--- config.mk ---
export PLATFORM = sky130hd
export DESIGN_NAME = mode_s_sd_decoder
export DESIGN_NICKNAME = d
export VERILOG_FILES = /design/src/mode_s_pkg.sv /design/src/mode_s_sd_decoder.sv /design/src/hold_timer.sv /design/src/axil_slave.sv
export VERILOG_INCLUDE_DIRS = /design/src
export SDC_FILE = /design/constraint.sdc
export NUM_CORES = 1
export LEC_CHECK = 0
export ABC_AREA = 1
export ABC_CLOCK_PERIOD_IN_PS = 2400
export BUFFER_PORTS_ARGS = -buffer_cell sky130_fd_sc_hd__buf_2
export CORE_MARGIN = 2
export CORE_UTILIZATION = 55
export CTS_CLUSTER_SIZE = 16
export DETAILED_ROUTE_END_ITERATION = 7
export PLACE_DENSITY = 0.81
export SLEW_MARGIN = 20
export SYNTH_ARGS = -nofsm -noshare
export SYNTH_HDL_FRONTEND = slang
export SYNTH_SLANG_ARGS = --single-unit
--- constraint.sdc ---
create_clock -name clk_in -period 2.4 [get_ports clk_in]
set_clock_uncertainty 0.2 [all_clocks]
set_input_delay 0 -clock clk_in [delete_from_list [all_inputs] [get_ports clk_in]]
set_output_delay 0 -clock clk_in [all_outputs]
set_load 0.05 [all_outputs]
--- src/mode_s_consts.svh ---
// Purpose: Shared constants for the designator field decoder
// Assumes: Message bit n (1 = first sent) sits at word bit 32-n
// Notes:   Field limits are word bit indices, high then low
`ifndef MODE_S_CONSTS_SVH
`define MODE_S_CONSTS_SVH

`define CLK_HZ        40000000
`define ANT_HOLD_S    120
`define POS_SHORT_S   15
`define POS_LONG_S    60

`define UF_HI         31
`define UF_LO         27
`define DI_HI         18
`define DI_LO         16
`define SD_HI         15
`define SD_LO         0
`define IIS_HI        15
`define IIS_LO        12
`define SIS_HI        15
`define SIS_LO        10
`define RRS_HI        11
`define RRS_LO        8
`define TCS_HI        11
`define TCS_LO        9
`define RSS_HI        5
`define RSS_LO        4
`define TMS_HI        3
`define TMS_LO        0
`define DF_HI         31
`define DF_LO         27
`define SL_HI         23
`define SL_LO         21
`define UM_HI         18
`define UM_LO         13

`define DI_RSV        3'h1
`define DI_SURF       3'h2
`define DI_SI         3'h3
`define DI_RR         3'h7
`define FMT_SURV_ALT  5'h04
`define FMT_SURV_ID   5'h05
`define FMT_COMMA_ALT 5'h14
`define FMT_COMMA_ID  5'h15
`define FMT_AIR_SHORT 5'h00
`define FMT_AIR_LONG  5'h10

`define SAS_TOP       2'h0
`define SAS_ALT       2'h1
`define SAS_BOTTOM    2'h2
`define SAS_DEFAULT   2'h3
`define TCS_SHORT     3'h1
`define TCS_LONG      3'h2
`define TCS_CANCEL    3'h3
`define RSS_NONE      2'h0
`define TMS_NONE      4'h0
`define TMS_UNL_HI    4'h3
`define TMS_LINK_HI   4'hB
`define TMS_SEG2      4'hC
`define TMS_SEG3      4'hD
`define TMS_FINAL     4'hE

`define REG_CTRL      8'h00
`define REG_STATUS    8'h04
`define REG_LINK      8'h08
`define LINK_ERR_BIT  7
`define CTRL_RST      3'h0
`define RESP_OKAY     2'h0
`define RESP_SLVERR   2'h2

`endif

--- src/mode_s_pkg.sv ---
// Purpose: Types for the designator field decoder
// Assumes: Constants come from mode_s_consts.svh
// Notes:   Util message layout is holder first, then type, as sent
package mode_s_pkg;
  typedef enum logic [1:0] {ANT_TOP, ANT_ALT, ANT_BOTTOM} ant_mode_t;
  typedef enum logic [1:0] {LNK_IDLE, LNK_SEG1, LNK_SEG2, LNK_SEG3} link_state_t;
  typedef struct packed {
    logic [4:0] uf;
    logic [2:0] di;
    logic [3:0] iis;
    logic [5:0] sis;
    logic [3:0] rrs;
    logic [2:0] tcs;
    logic [1:0] rss;
    logic [3:0] tms;
    logic       sd_ok;
  } uplink_fields_t;
  typedef struct packed {
    logic [3:0] holder;
    logic [1:0] rsv_type;
  } util_msg_t;
endpackage

--- src/mode_s_sd_decoder.sv ---
// Purpose: Decode uplink designator subfields and fill reply status fields
// Assumes: One uplink word per uplink_valid_in pulse, parity already checked
// Notes:   Registers over AXI4-Lite; timed commands run from clk_in
`timescale 1ns/100ps
`include "mode_s_consts.svh"
module mode_s_sd_decoder
  import mode_s_pkg::*;
#(
  parameter logic [35:0] ANT_HOLD_CYC  = 36'(`ANT_HOLD_S) * 36'(`CLK_HZ),
  parameter logic [35:0] POS_SHORT_CYC = 36'(`POS_SHORT_S) * 36'(`CLK_HZ),
  parameter logic [35:0] POS_LONG_CYC  = 36'(`POS_LONG_S) * 36'(`CLK_HZ)
) (
  input  wire logic        clk_in,
  input  wire logic        rst_n_in,
  input  wire logic        s_axi_awvalid_in,
  output logic             s_axi_awready_out,
  input  wire logic [7:0]  s_axi_awaddr_in,
  input  wire logic        s_axi_wvalid_in,
  output logic             s_axi_wready_out,
  input  wire logic [31:0] s_axi_wdata_in,
  input  wire logic [3:0]  s_axi_wstrb_in,
  output logic             s_axi_bvalid_out,
  input  wire logic        s_axi_bready_in,
  output logic [1:0]       s_axi_bresp_out,
  input  wire logic        s_axi_arvalid_in,
  output logic             s_axi_arready_out,
  input  wire logic [7:0]  s_axi_araddr_in,
  output logic             s_axi_rvalid_out,
  input  wire logic        s_axi_rready_in,
  output logic [31:0]      s_axi_rdata_out,
  output logic [1:0]       s_axi_rresp_out,
  input  wire logic        uplink_valid_in,
  input  wire logic [31:0] uplink_in,
  input  wire logic        squitter_in,
  input  wire logic        reply_req_in,
  input  wire logic [4:0]  reply_df_in,
  input  wire logic [31:0] reply_base_in,
  output logic             reply_valid_out,
  output logic [31:0]      reply_out,
  output logic [3:0]       bds2_out,
  output logic [5:0]       si_code_out,
  output logic             antenna_bottom_out,
  output logic             surface_pos_out,
  output logic             unlinked_msg_out,
  output logic             link_done_out,
  output logic [2:0]       link_count_out
);
  uplink_fields_t fld;
  util_msg_t      um;
  ant_mode_t      ant_mode;
  link_state_t    link_state;
  logic [2:0]     sens_level;
  logic [3:0]     last_tms;
  logic           link_err;
  logic           link_err_set;
  logic           ant_load;
  logic           ant_cancel;
  logic           ant_busy;
  logic           ant_expire;
  logic           pos_load;
  logic           pos_cancel;
  logic [35:0]    pos_count;
  logic           pos_busy;
  logic           ant_toggle;
  logic           wr_en;
  logic [7:0]     wr_addr;
  logic [31:0]    wr_data;
  logic [3:0]     wr_strb;
  logic           wr_ok;
  logic [31:0]    rd_data;
  logic           rd_ok;
  logic           sd_rsv;
  logic           sd_surf;
  logic           sd_si;
  logic           sd_rr;
  logic           sd_tms;
  logic [31:0]    next_reply;
  // Format is decoded first; subfields mean nothing outside these formats
  always_comb begin
    fld.uf    = uplink_in[`UF_HI:`UF_LO];
    fld.di    = uplink_in[`DI_HI:`DI_LO];
    fld.iis   = uplink_in[`IIS_HI:`IIS_LO];
    fld.sis   = uplink_in[`SIS_HI:`SIS_LO];
    fld.rrs   = uplink_in[`RRS_HI:`RRS_LO];
    fld.tcs   = uplink_in[`TCS_HI:`TCS_LO];
    fld.rss   = uplink_in[`RSS_HI:`RSS_LO];
    fld.tms   = uplink_in[`TMS_HI:`TMS_LO];
    fld.sd_ok = uplink_valid_in &&
                (fld.uf == `FMT_SURV_ALT || fld.uf == `FMT_SURV_ID ||
                 fld.uf == `FMT_COMMA_ALT || fld.uf == `FMT_COMMA_ID);
  end
  // Designator identification selects the layout of bits 17-32
  assign sd_rsv  = fld.sd_ok && fld.di == `DI_RSV;
  assign sd_surf = fld.sd_ok && fld.di == `DI_SURF;
  assign sd_si   = fld.sd_ok && fld.di == `DI_SI;
  assign sd_rr   = fld.sd_ok && fld.di == `DI_RR;
  assign sd_tms  = sd_rsv || sd_rr;
  always_ff @(posedge clk_in or negedge rst_n_in) begin
    if (!rst_n_in) begin
      bds2_out <= 4'h0;
    end else if (sd_rr) begin
      bds2_out <= fld.rrs;
    end
  end
  always_ff @(posedge clk_in or negedge rst_n_in) begin
    if (!rst_n_in) begin
      si_code_out <= 6'h00;
    end else if (sd_si) begin
      si_code_out <= fld.sis;
    end
  end
  // Reservation code zero is no request and leaves the readout alone
  always_ff @(posedge clk_in or negedge rst_n_in) begin
    if (!rst_n_in) begin
      um <= '0;
    end else if (sd_rsv && fld.rss != `RSS_NONE) begin
      um.rsv_type <= fld.rss;
      um.holder   <= fld.iis;
    end
  end
  // Antenna command decode feeding the 120 s hold
  always_comb begin
    ant_load   = 1'b0;
    ant_cancel = 1'b0;
    if (sd_surf) begin
      unique case (fld.rss)
        `SAS_TOP:     ant_cancel = 1'b1;
        `SAS_ALT:     ant_load   = 1'b1;
        `SAS_BOTTOM:  ant_load   = 1'b1;
        `SAS_DEFAULT: ant_cancel = 1'b1;
      endcase
    end
  end

  hold_timer #(
    .W (36)
  ) ant_timer (
    .clk_in     (clk_in),
    .rst_n_in   (rst_n_in),
    .load_in    (ant_load),
    .count_in   (ANT_HOLD_CYC),
    .cancel_in  (ant_cancel),
    .busy_out   (ant_busy),
    .expire_out (ant_expire)
  );
  // A fresh command in the expiry cycle wins over the revert
  always_ff @(posedge clk_in or negedge rst_n_in) begin
    if (!rst_n_in) begin
      ant_mode <= ANT_TOP;
    end else if (sd_surf) begin
      unique case (fld.rss)
        `SAS_ALT:    ant_mode <= ANT_ALT;
        `SAS_BOTTOM: ant_mode <= ANT_BOTTOM;
        default:     ant_mode <= ANT_TOP;
      endcase
    end else if (ant_expire) begin
      ant_mode <= ANT_TOP;
    end
  end

  // Alternation steps once per squitter so consecutive squitters differ
  always_ff @(posedge clk_in or negedge rst_n_in) begin
    if (!rst_n_in) begin
      ant_toggle         <= 1'b0;
      antenna_bottom_out <= 1'b0;
    end else begin
      if (squitter_in) begin
        ant_toggle <= ~ant_toggle;
      end
      unique case (ant_mode)
        ANT_TOP:    antenna_bottom_out <= 1'b0;
        ANT_ALT:    antenna_bottom_out <= ant_toggle;
        ANT_BOTTOM: antenna_bottom_out <= 1'b1;
        default:    antenna_bottom_out <= 1'b0;
      endcase
    end
  end

  // Type control codes 4-7 fall through untouched
  always_comb begin
    pos_load   = 1'b0;
    pos_cancel = 1'b0;
    pos_count  = POS_SHORT_CYC;
    if (sd_surf) begin
      if (fld.tcs == `TCS_SHORT) begin
        pos_load = 1'b1;
      end else if (fld.tcs == `TCS_LONG) begin
        pos_load  = 1'b1;
        pos_count = POS_LONG_CYC;
      end else if (fld.tcs == `TCS_CANCEL) begin
        pos_cancel = 1'b1;
      end
    end
  end

  hold_timer #(
    .W (36)
  ) pos_timer (
    .clk_in     (clk_in),
    .rst_n_in   (rst_n_in),
    .load_in    (pos_load),
    .count_in   (pos_count),
    .cancel_in  (pos_cancel),
    .busy_out   (pos_busy),
    .expire_out ()
  );
  always_ff @(posedge clk_in or negedge rst_n_in) begin
    if (!rst_n_in) begin
      surface_pos_out <= 1'b0;
    end else begin
      surface_pos_out <= pos_busy;
    end
  end

  // Linked segments must arrive first, second, third in order; final is accepted after any of them
  always_ff @(posedge clk_in or negedge rst_n_in) begin
    if (!rst_n_in) begin
      link_state       <= LNK_IDLE;
      link_count_out   <= 3'h0;
      link_done_out    <= 1'b0;
      unlinked_msg_out <= 1'b0;
      link_err_set     <= 1'b0;
      last_tms         <= 4'h0;
    end else begin
      link_done_out    <= 1'b0;
      unlinked_msg_out <= 1'b0;
      link_err_set     <= 1'b0;
      if (sd_tms) begin
        last_tms <= fld.tms;
        if (fld.tms == `TMS_NONE) begin
          link_state <= link_state;
        end else if (fld.tms <= `TMS_UNL_HI) begin
          unlinked_msg_out <= 1'b1;
        end else if (fld.tms <= `TMS_LINK_HI) begin
          link_err_set   <= (link_state != LNK_IDLE);
          link_state     <= LNK_SEG1;
          link_count_out <= 3'h1;
        end else if (fld.tms == `TMS_SEG2) begin
          if (link_state == LNK_SEG1) begin
            link_state     <= LNK_SEG2;
            link_count_out <= 3'h2;
          end else begin
            link_err_set <= 1'b1;
          end
        end else if (fld.tms == `TMS_SEG3) begin
          if (link_state == LNK_SEG2) begin
            link_state     <= LNK_SEG3;
            link_count_out <= 3'h3;
          end else begin
            link_err_set <= 1'b1;
          end
        end else if (fld.tms == `TMS_FINAL) begin
          if (link_state != LNK_IDLE) begin
            link_state     <= LNK_IDLE;
            link_count_out <= link_count_out + 3'h1;
            link_done_out  <= 1'b1;
          end else begin
            link_err_set <= 1'b1;
          end
        end
      end
    end
  end
  // Reply field placement; level zero is sent as is, receiver qualifies it
  always_comb begin
    next_reply                = reply_base_in;
    next_reply[`DF_HI:`DF_LO] = reply_df_in;
    if (reply_df_in == `FMT_AIR_SHORT || reply_df_in == `FMT_AIR_LONG) begin
      next_reply[`SL_HI:`SL_LO] = sens_level;
    end else if (reply_df_in == `FMT_SURV_ALT || reply_df_in == `FMT_SURV_ID ||
                 reply_df_in == `FMT_COMMA_ALT || reply_df_in == `FMT_COMMA_ID) begin
      next_reply[`UM_HI:`UM_LO] = um;
    end
  end

  always_ff @(posedge clk_in or negedge rst_n_in) begin
    if (!rst_n_in) begin
      reply_out       <= 32'h0;
      reply_valid_out <= 1'b0;
    end else begin
      reply_valid_out <= reply_req_in;
      if (reply_req_in) begin
        reply_out <= next_reply;
      end
    end
  end

  axil_slave #(
    .AW (8)
  ) bus (
    .clk_in      (clk_in),
    .rst_n_in    (rst_n_in),
    .awvalid_in  (s_axi_awvalid_in),
    .awready_out (s_axi_awready_out),
    .awaddr_in   (s_axi_awaddr_in),
    .wvalid_in   (s_axi_wvalid_in),
    .wready_out  (s_axi_wready_out),
    .wdata_in    (s_axi_wdata_in),
    .wstrb_in    (s_axi_wstrb_in),
    .bvalid_out  (s_axi_bvalid_out),
    .bready_in   (s_axi_bready_in),
    .bresp_out   (s_axi_bresp_out),
    .arvalid_in  (s_axi_arvalid_in),
    .arready_out (s_axi_arready_out),
    .araddr_in   (s_axi_araddr_in),
    .rvalid_out  (s_axi_rvalid_out),
    .rready_in   (s_axi_rready_in),
    .rdata_out   (s_axi_rdata_out),
    .rresp_out   (s_axi_rresp_out),
    .wr_en_out   (wr_en),
    .wr_addr_out (wr_addr),
    .wr_data_out (wr_data),
    .wr_strb_out (wr_strb),
    .wr_ok_in    (wr_ok),
    .rd_data_in  (rd_data),
    .rd_ok_in    (rd_ok)
  );
  assign wr_ok = (wr_addr == `REG_CTRL) || (wr_addr == `REG_LINK);
  always_ff @(posedge clk_in or negedge rst_n_in) begin
    if (!rst_n_in) begin
      sens_level <= `CTRL_RST;
    end else if (wr_en && wr_addr == `REG_CTRL && wr_strb[0]) begin
      sens_level <= wr_data[2:0];
    end
  end
  // Segment error is sticky; a new error beats a clear in the same cycle
  always_ff @(posedge clk_in or negedge rst_n_in) begin
    if (!rst_n_in) begin
      link_err <= 1'b0;
    end else if (link_err_set) begin
      link_err <= 1'b1;
    end else if (wr_en && wr_addr == `REG_LINK && wr_strb[0] &&
                 wr_data[`LINK_ERR_BIT]) begin
      link_err <= 1'b0;
    end
  end

  always_comb begin
    rd_data = 32'h0;
    rd_ok   = 1'b1;
    unique case (s_axi_araddr_in)
      `REG_CTRL:   rd_data[2:0] = sens_level;
      `REG_STATUS: rd_data = {4'h0, ant_busy, pos_busy, ant_mode, um,
                              si_code_out, bds2_out, fld.di, fld.uf};
      `REG_LINK:   rd_data[7:0] = {link_err, link_count_out, last_tms};
      default:     rd_ok = 1'b0;
    endcase
  end
endmodule

--- src/hold_timer.sv ---
// Purpose: Down counter that marks the end of a timed command
// Assumes: count_in is at least one
// Notes:   A load in the expiry cycle restarts the hold
`timescale 1ns/100ps
module hold_timer #(
  parameter int W = 36
) (
  input  wire logic         clk_in,
  input  wire logic         rst_n_in,
  input  wire logic         load_in,
  input  wire logic [W-1:0] count_in,
  input  wire logic         cancel_in,
  output logic              busy_out,
  output logic              expire_out
);
  logic [W-1:0] cnt;

  always_ff @(posedge clk_in or negedge rst_n_in) begin
    if (!rst_n_in) begin
      cnt        <= '0;
      busy_out   <= 1'b0;
      expire_out <= 1'b0;
    end else begin
      expire_out <= 1'b0;
      if (load_in) begin
        cnt      <= count_in;
        busy_out <= 1'b1;
      end else if (cancel_in) begin
        busy_out <= 1'b0;
      end else if (busy_out) begin
        cnt <= cnt - 1'b1;
        if (cnt <= {{(W-1){1'b0}}, 1'b1}) begin
          busy_out   <= 1'b0;
          expire_out <= 1'b1;
        end
      end
    end
  end
endmodule

--- src/axil_slave.sv ---
// Purpose: AXI4-Lite slave front end with one write and one read in flight
// Assumes: The register file decodes wr_addr_out and s_axi_araddr_in itself
// Notes:   Address and data are taken in either order; response after both
`timescale 1ns/100ps
`include "mode_s_consts.svh"
module axil_slave #(
  parameter int AW = 8
) (
  input  wire logic          clk_in,
  input  wire logic          rst_n_in,
  input  wire logic          awvalid_in,
  output logic               awready_out,
  input  wire logic [AW-1:0] awaddr_in,
  input  wire logic          wvalid_in,
  output logic               wready_out,
  input  wire logic [31:0]   wdata_in,
  input  wire logic [3:0]    wstrb_in,
  output logic               bvalid_out,
  input  wire logic          bready_in,
  output logic [1:0]         bresp_out,
  input  wire logic          arvalid_in,
  output logic               arready_out,
  input  wire logic [AW-1:0] araddr_in,
  output logic               rvalid_out,
  input  wire logic          rready_in,
  output logic [31:0]        rdata_out,
  output logic [1:0]         rresp_out,
  output logic               wr_en_out,
  output logic [AW-1:0]      wr_addr_out,
  output logic [31:0]        wr_data_out,
  output logic [3:0]         wr_strb_out,
  input  wire logic          wr_ok_in,
  input  wire logic [31:0]   rd_data_in,
  input  wire logic          rd_ok_in
);
  always_ff @(posedge clk_in or negedge rst_n_in) begin
    if (!rst_n_in) begin
      awready_out <= 1'b1;
      wready_out  <= 1'b1;
      bvalid_out  <= 1'b0;
      bresp_out   <= `RESP_OKAY;
      wr_en_out   <= 1'b0;
      wr_addr_out <= '0;
      wr_data_out <= 32'h0;
      wr_strb_out <= 4'h0;
    end else begin
      wr_en_out <= 1'b0;
      if (awvalid_in && awready_out) begin
        awready_out <= 1'b0;
        wr_addr_out <= awaddr_in;
      end
      if (wvalid_in && wready_out) begin
        wready_out  <= 1'b0;
        wr_data_out <= wdata_in;
        wr_strb_out <= wstrb_in;
      end
      // Both halves held and no response pending
      if (!awready_out && !wready_out && !bvalid_out && !wr_en_out) begin
        wr_en_out  <= 1'b1;
        bvalid_out <= 1'b1;
        bresp_out  <= wr_ok_in ? `RESP_OKAY : `RESP_SLVERR;
      end
      if (bvalid_out && bready_in) begin
        bvalid_out  <= 1'b0;
        awready_out <= 1'b1;
        wready_out  <= 1'b1;
      end
    end
  end

  always_ff @(posedge clk_in or negedge rst_n_in) begin
    if (!rst_n_in) begin
      arready_out <= 1'b1;
      rvalid_out  <= 1'b0;
      rdata_out   <= 32'h0;
      rresp_out   <= `RESP_OKAY;
    end else if (arvalid_in && arready_out) begin
      arready_out <= 1'b0;
      rvalid_out  <= 1'b1;
      rdata_out   <= rd_data_in;
      rresp_out   <= rd_ok_in ? `RESP_OKAY : `RESP_SLVERR;
    end else if (rvalid_out && rready_in) begin
      rvalid_out  <= 1'b0;
      arready_out <= 1'b1;
    end
  end
endmodule

Word-level counts from Yosys, hierarchy flattened
Cells that the tools add are included.

word-level totals
  register bits after elaboration = 204
  bits of input ports = 131
  output and inout port bits = 91
  word-level logic and storage cells = 226

cells by class
  add/subtract/negate cells = 3
  magnitude comparators = 4
  eq/ne operators = 33
  multiplexer cells = 93
  bitwise gates (word level) = 3
  reduce and logical (&&, ||, !) cells = 55

operators with widths
  operator                                                          number
  2-to-1 mux 36 bit                                                 6
  2-to-1 mux 32 bit                                                 3
  less-or-equal comparator 36 x 1 -> 1 bit (second input constant)  2
  subtractor 36 x 1 -> 36 bit (second input constant)               2
  2-to-1 mux 1 bit                                                  58
  equality test 5 bit (second input constant)                       5
  2-to-1 mux 3 bit                                                  8
  2-to-1 mux 2 bit                                                  11
  equality test 5 x 3 -> 1 bit (second input constant)              4
  2-to-1 mux 20 bit                                                 1
  nonzero test 2 bit                                                10
  logical AND 1 bit                                                 19
  equality test 8 x 4 -> 1 bit (second input constant)              2
  logical NOT 8 bit                                                 2
  equality test 3 x 2 -> 1 bit (second input constant)              4
  equality test 4 bit (second input constant)                       3
  2-to-1 mux 6 bit                                                  2
  case mux 5 bit (2 select lines)                                   1
  logical OR 1 bit                                                  9
  case mux 3 bit (3 select lines)                                   1
  equality test 2 bit (second input constant)                       4
  equality test 8 x 3 -> 1 bit (second input constant)              1
  nonzero test 4 bit                                                2
  AND reduction 7 bit                                               1
  19 further kinds                                                  30

Logic depth before layout (Yosys ltp)
  word-level depth = 9
  mapped depth = 11
  gate-level depth less buffers = 11

Cells and area by module
A second synthesis with hierarchy kept.

second synthesis, totals
  cells, all modules = 1646
  area total of the unflattened synthesis = 12577.1 um^2

by module, submodules not included
  module             times used  cells each  area an instance (um^2)  sequential area each (um^2)
  hold_timer         2           437         2871.5                   950.9
  axil_slave         1           366         3418.3                   2105.8
  mode_s_sd_decoder  1           406         3415.8                   1751.7

Least setup slack after synthesis
No wires, ideal clock.

  path kind = register to register
  start point = reg ant_timer.cnt[0]
  end point = reg ant_timer.cnt[32]
  setup time = 0.126 ns
  arrival time = 1.571 ns
  data required time = 2.074 ns
  slack = 0.502 ns
  stages on the path, launching flop included = 11
  path buffers = 1
  period minus slack after synthesis = 1.898 ns
  cells stage by stage = dfrtp_1 inv_1 ha_1 clkbuf_1 nand2_1 nor2_1 nand3_1 nor2_1 nand3_1 nand2_1 nand3_1

on the way
  word-level cells in the longest chain between the ends = 4

ends and longest elaborated chain
  item                         RTL line          RTL
  start: declaration           hold_timer.sv:16  logic [W-1:0] cnt;
  start signal: assignment     hold_timer.sv:26  cnt <= count_in;
  start signal: assignment     hold_timer.sv:31  cnt <= cnt - 1'b1;
  subtractor 36 x 1 -> 36 bit  hold_timer.sv:31
  2-to-1 mux 36 bit            hold_timer.sv:30  end else if (busy_out) begin
  2-to-1 mux 36 bit            hold_timer.sv:28  end else if (cancel_in) begin
  2-to-1 mux 36 bit            hold_timer.sv:25  if (load_in) begin

No other way between the ends. The select of a mux whose other input is x is not followed.
A chain may end at the register's enable or synchronous reset.

Worst setup path after layout
  start point = in reply_df_in[1]
  end point = reg reply_out[15]

on the way
  word-level cells in the longest chain between the ends = 6
  elaborated cells on any way between the ends = 12
  those cells by class = 5 x eq/ne; 2 x mux; 5 x reduce/logical

ends and longest elaborated chain
  item                                             RTL line                  RTL
  start: declaration                               mode_s_sd_decoder.sv:36   input wire logic [4:0] reply_df_in,
  equality test 5 x 3 -> 1 bit (no source line)    n/a
  logical OR 1 bit (no source line) (3 in series)  n/a
  2-to-1 mux 6 bit                                 mode_s_sd_decoder.sv:270  end else if (reply_df_in == `FMT_SURV_ALT || reply_df_in == `FMT_SURV_ID ||
  2-to-1 mux 6 bit *                               mode_s_sd_decoder.sv:268  if (reply_df_in == `FMT_AIR_SHORT || reply_df_in == `FMT_AIR_LONG) begin
  end signal: assignment                           mode_s_sd_decoder.sv:283  reply_out <= next_reply;
  end: declaration                                 mode_s_sd_decoder.sv:39   output logic [31:0] reply_out,

Mark *: on every way between the ends. The rest lies on a longest branch, timed or not.

==> run summary <==
The global-route total usage across every layer came out at 0.3752. The run gives 33740 um as the wire length reported by the detailed router. The final count of hold timing violations was 0.

In the post-synthesis netlist, the biggest area contributors are dfrtp_1 49%, nand2_1 12%, nor2_1 7.6%, nand3_1 5.1%, inv_1 4.4%. Dividing the synthesized area by the synthesized cell count gives 7.968 um2. The tools report the row count as 48.

The Yosys step of the flow raised 0 warnings. The tools report the max-cap violation count as 0. The sum of met3 wire segment lengths after detailed routing came out at 3175 um. Entering global routing, the biggest net connects 65 pins. For this design the total switching power over the nets is 4.417 mW. The leakage power summed over all cells is 6.438 nW.

The portion of the post-synthesis area used by sequential elements was 0.4973. Summing all non-filler instances in the final layout gives an area of 12720 um2. The worst hold path cell count is 6. Before antenna repair, the detailed router went through 6 iterations.

Summing every instance area after synthesis gives 9769 um2. STA puts the critical path data required time at 2.53 ns. VDD sags by at most 0.5903 mV. The layout-stage area growth over the synthesis result is 30.17%, and the max-slew headroom at the worst pin is 0.4336. The share of total power in sequential cells was 0.416; the share of flip-flops with an asynchronous set or reset after synthesis was 1.000. For the post-detailed-route count of antenna-violating nets, the log shows 0. The logs give 0.268 for the share of total power in the clock network and 2.46 ns for the arrival time of data at the critical path endpoint.

The effective utilization at floorplan came out at 0.5629. Actual slew at the worst max-slew pin: 0.8497 ns. The logs give 18840 um2 for the area of the die and 19130 um for the post-DP HPWL.

The total overflow left after global routing is 0. For the setup TNS, the log shows 0 ns. TritonCTS built the clock tree. The logs give 15860 um for the met2 layer wire length in the routed design and 2 for the maximum count of clock buffers along a single path.

The internal power of the cells is 6.611 mW. Ratio of final minimum period to clock period: 0.9716. Setup repair after global routing left no endpoint under its margin. The H-tree was split into 4 levels. The number of cells after detailed placement came out at 1609. Leaving out fill and tap cells, the most frequent cells in the layout are 312 x nand2_1, 198 x nor2_1, 191 x dfrtp_1.

Post-CTS timing repair inserted 0 buffers for setup. Setup violations remaining at the end of the flow were counted as 0. The path type of the worst setup path is input pin to register. The non-filler instance count after layout is 1759. The final layout contains 1661 nets.

The number of max-slew violations in the final report is 0. The completed layout was analyzed and its total power is 11.03 mW. The kind of path behind the tightest hold check was input pin to register. The switching share of power is 0.4006.

The worst path meets setup with 0.06821 ns of slack. The via count of the first global-routing pass was 10044. After detailed routing, the wire length on met1 is 12270 um. Dividing the detail-routed wire length by the instance count gives 19.18 um. Prior to clock tree synthesis, the placed netlist has a worst setup slack of 0.3385 ns.

Number of enable flip-flop cells after synthesis: 0. CTS saw 194 sinks. The core region is 17360 um2. Maximum fanout encountered on the critical timing path: 7.

The last weighted congestion value of the routability-driven placer was 0.9842; the height of the die was 137.3 um. The worst setup path is captured at a register. In this run the power density over the cells is 867.2 nW/um2. In this run the horizontal extent of the chip is 137.3 um. The clock reaches the later pin of the worst-skew pair after 0.45 ns. Among all flip-flop cells after synthesis, the most frequent one is dfrtp_1. The tree is rooted in a clkbuf_16. The netlist uses 49 different library cells. STA classifies the critical path startpoint as an input pin. Clock tree synthesis inserted a total of 17 buffers. After detailed routing, the number of remaining DRC violations is 0. The share of the synthesized area in the top cell type is 0.4892. The most frequent standard cell in the layout excluding fill and tap cells is nand2_1. The run finished with clean final reports. The library cell occupying the most area in the post-synthesis netlist is dfrtp_1. In the synthesized netlist, the number of instances is 1226.

The detailed-route vias per instance is 5.827, and the quantity of I/O buffers inserted on ports is 169. The detailed router finished its first iteration with 1261 violations. The run gives 10910 um2 as the cell area reported after detailed placement. For the portion of total power attributed to combinational logic, the log shows 0.316. Based on the critical path, the design can be clocked at up to 428.9 MHz. Routed signal wires occupy layers up through met4. Counting flops and latches in the post-synthesis netlist gives 194.

222 I/O pins were placed. The worst register-to-register path has a depth of 5. The fraction of final layout cells with drive strength greater than 1 was 0.1826. Subtracting the final worst setup slack from the clock period gives 2.332 ns.

The initial antenna violation count is 2, and the first-pass GRT wire length is 53310 um. After clock tree synthesis, the clock-pin slew on the worst setup and hold paths is 0.08 ns. Detailed routing inserted a total of 10250 vias.
## worst paths after layout
kind | start | end | slack [ns]
max reg2reg | bus.arready_out | bus.rdata_out[11] | 0.12
max in group asynchronous | rst_n_in | ant_toggle | 1.05
min | uplink_in[29] | ant_mode[1] | 0.02
max | reply_df_in[1] | reply_out[15] | 0.07
min reg2reg | pos_timer.busy_out | surface_pos_out | 0.26
min in group asynchronous | rst_n_in | bus.awready_out | 0.48
## cell usage after synthesis (3+ instances only)
master / n
a21oi_1: 37
inv_1: 115
nand2_1: 312
nand4_1: 17
nor2_1: 199
o21bai_1: 4
dfstp_2: 3
o31ai_1: 6
xor2_1: 16
nor3_1: 13
mux2_2: 34
clkbuf_1: 15
a31oi_1: 14
buf_4: 8
ha_1: 10
dfrtp_1: 191
nand3_1: 99
o21ai_1: 11
nand2_2: 6
o22ai_1: 4
o21ai_0: 65
buf_2: 9
## state kept, by name, summed over array words and instances, names as in the netlist, 6 cells and up
signal           flops
bus.wr_addr_out      8
si_code_out          6
reply_out           32
um                   6
ant_timer.cnt       36
pos_timer.cnt       36
bus.rdata_out       28
## logic make-up (layout without fill, tap and decap cells)
logic type               after synthesis  count (layout)  synth area share
XOR/XNOR                              18              18           0.01614
adder cells (fa/ha/maj)               10              10           0.01281
multiplexers                          34              34           0.03919
AO/OA/AOI/OAI                        150             150           0.08466
other                                  1               7         0.0003839
AND/OR/NAND/NOR                      667             667            0.2853
buffers and inverters                152             454           0.06416
flip-flops                           194             194            0.4973
## worst max-delay path: stages
cell and delay, ns:
dlygate4sd3_1 0.54, buf_2 0.13, nor2_1 0.17, nand2_1 0.22, nand2_1 0.11, dlygate4sd3_1 0.57, a31oi_1 0.10, dlygate4sd3_1 0.62
## metal layers
layer,track usage,vias to the layer above
met5,0,-
met2,0.5965,682
li1,-,4545
met1,0.4316,4798
met3,0.1266,225
met4,0.2480,0
## cell type report
class | count | area [um2]
sequential | 194 | 4858
multi-input combinational | 885 | 4333
fill | 1169 | 4639
tap | 225 | 281.5
timing repair buffer | 304 | 2193
clock inverter | 14 | 162.7
inverter | 118 | 446.7
clock buffer | 18 | 439.2
antenna | 1 | 2.502
## power by group through the flow
stage                     Combinational, mW  Sequential (mW)  Clock [mW]
final                                  3.49             4.58        2.95
after detailed placement               3.08             4.55           0
after CTS                              3.29             4.50        2.91
after floorplan                        1.71             5.02           0
after global routing                   3.83             4.64        3.10
after global placement                 2.99             4.52           0
## metrics by stage
| stage | hold WS (ns) | utilization |
|---|---|---|
| CTS | 0.005592 | 0.7305 |
| detailed placement | -0.2320 | 0.6283 |
| global placement | -0.2335 | 0.6283 |
| global route | 0.06625 | 0.7327 |
| finish | 0.02374 | 0.7327 |
| floorplan | -0.4956 | - |
## what timing repair did
action                                 4_1_cts  5_1_grt
gates resized for setup                      0        5
endpoints found under the hold margin      306        0
setup endpoints to repair                    0       10
hold buffers                               116        0
Note: power is estimated with default switching activity, not from simulation.
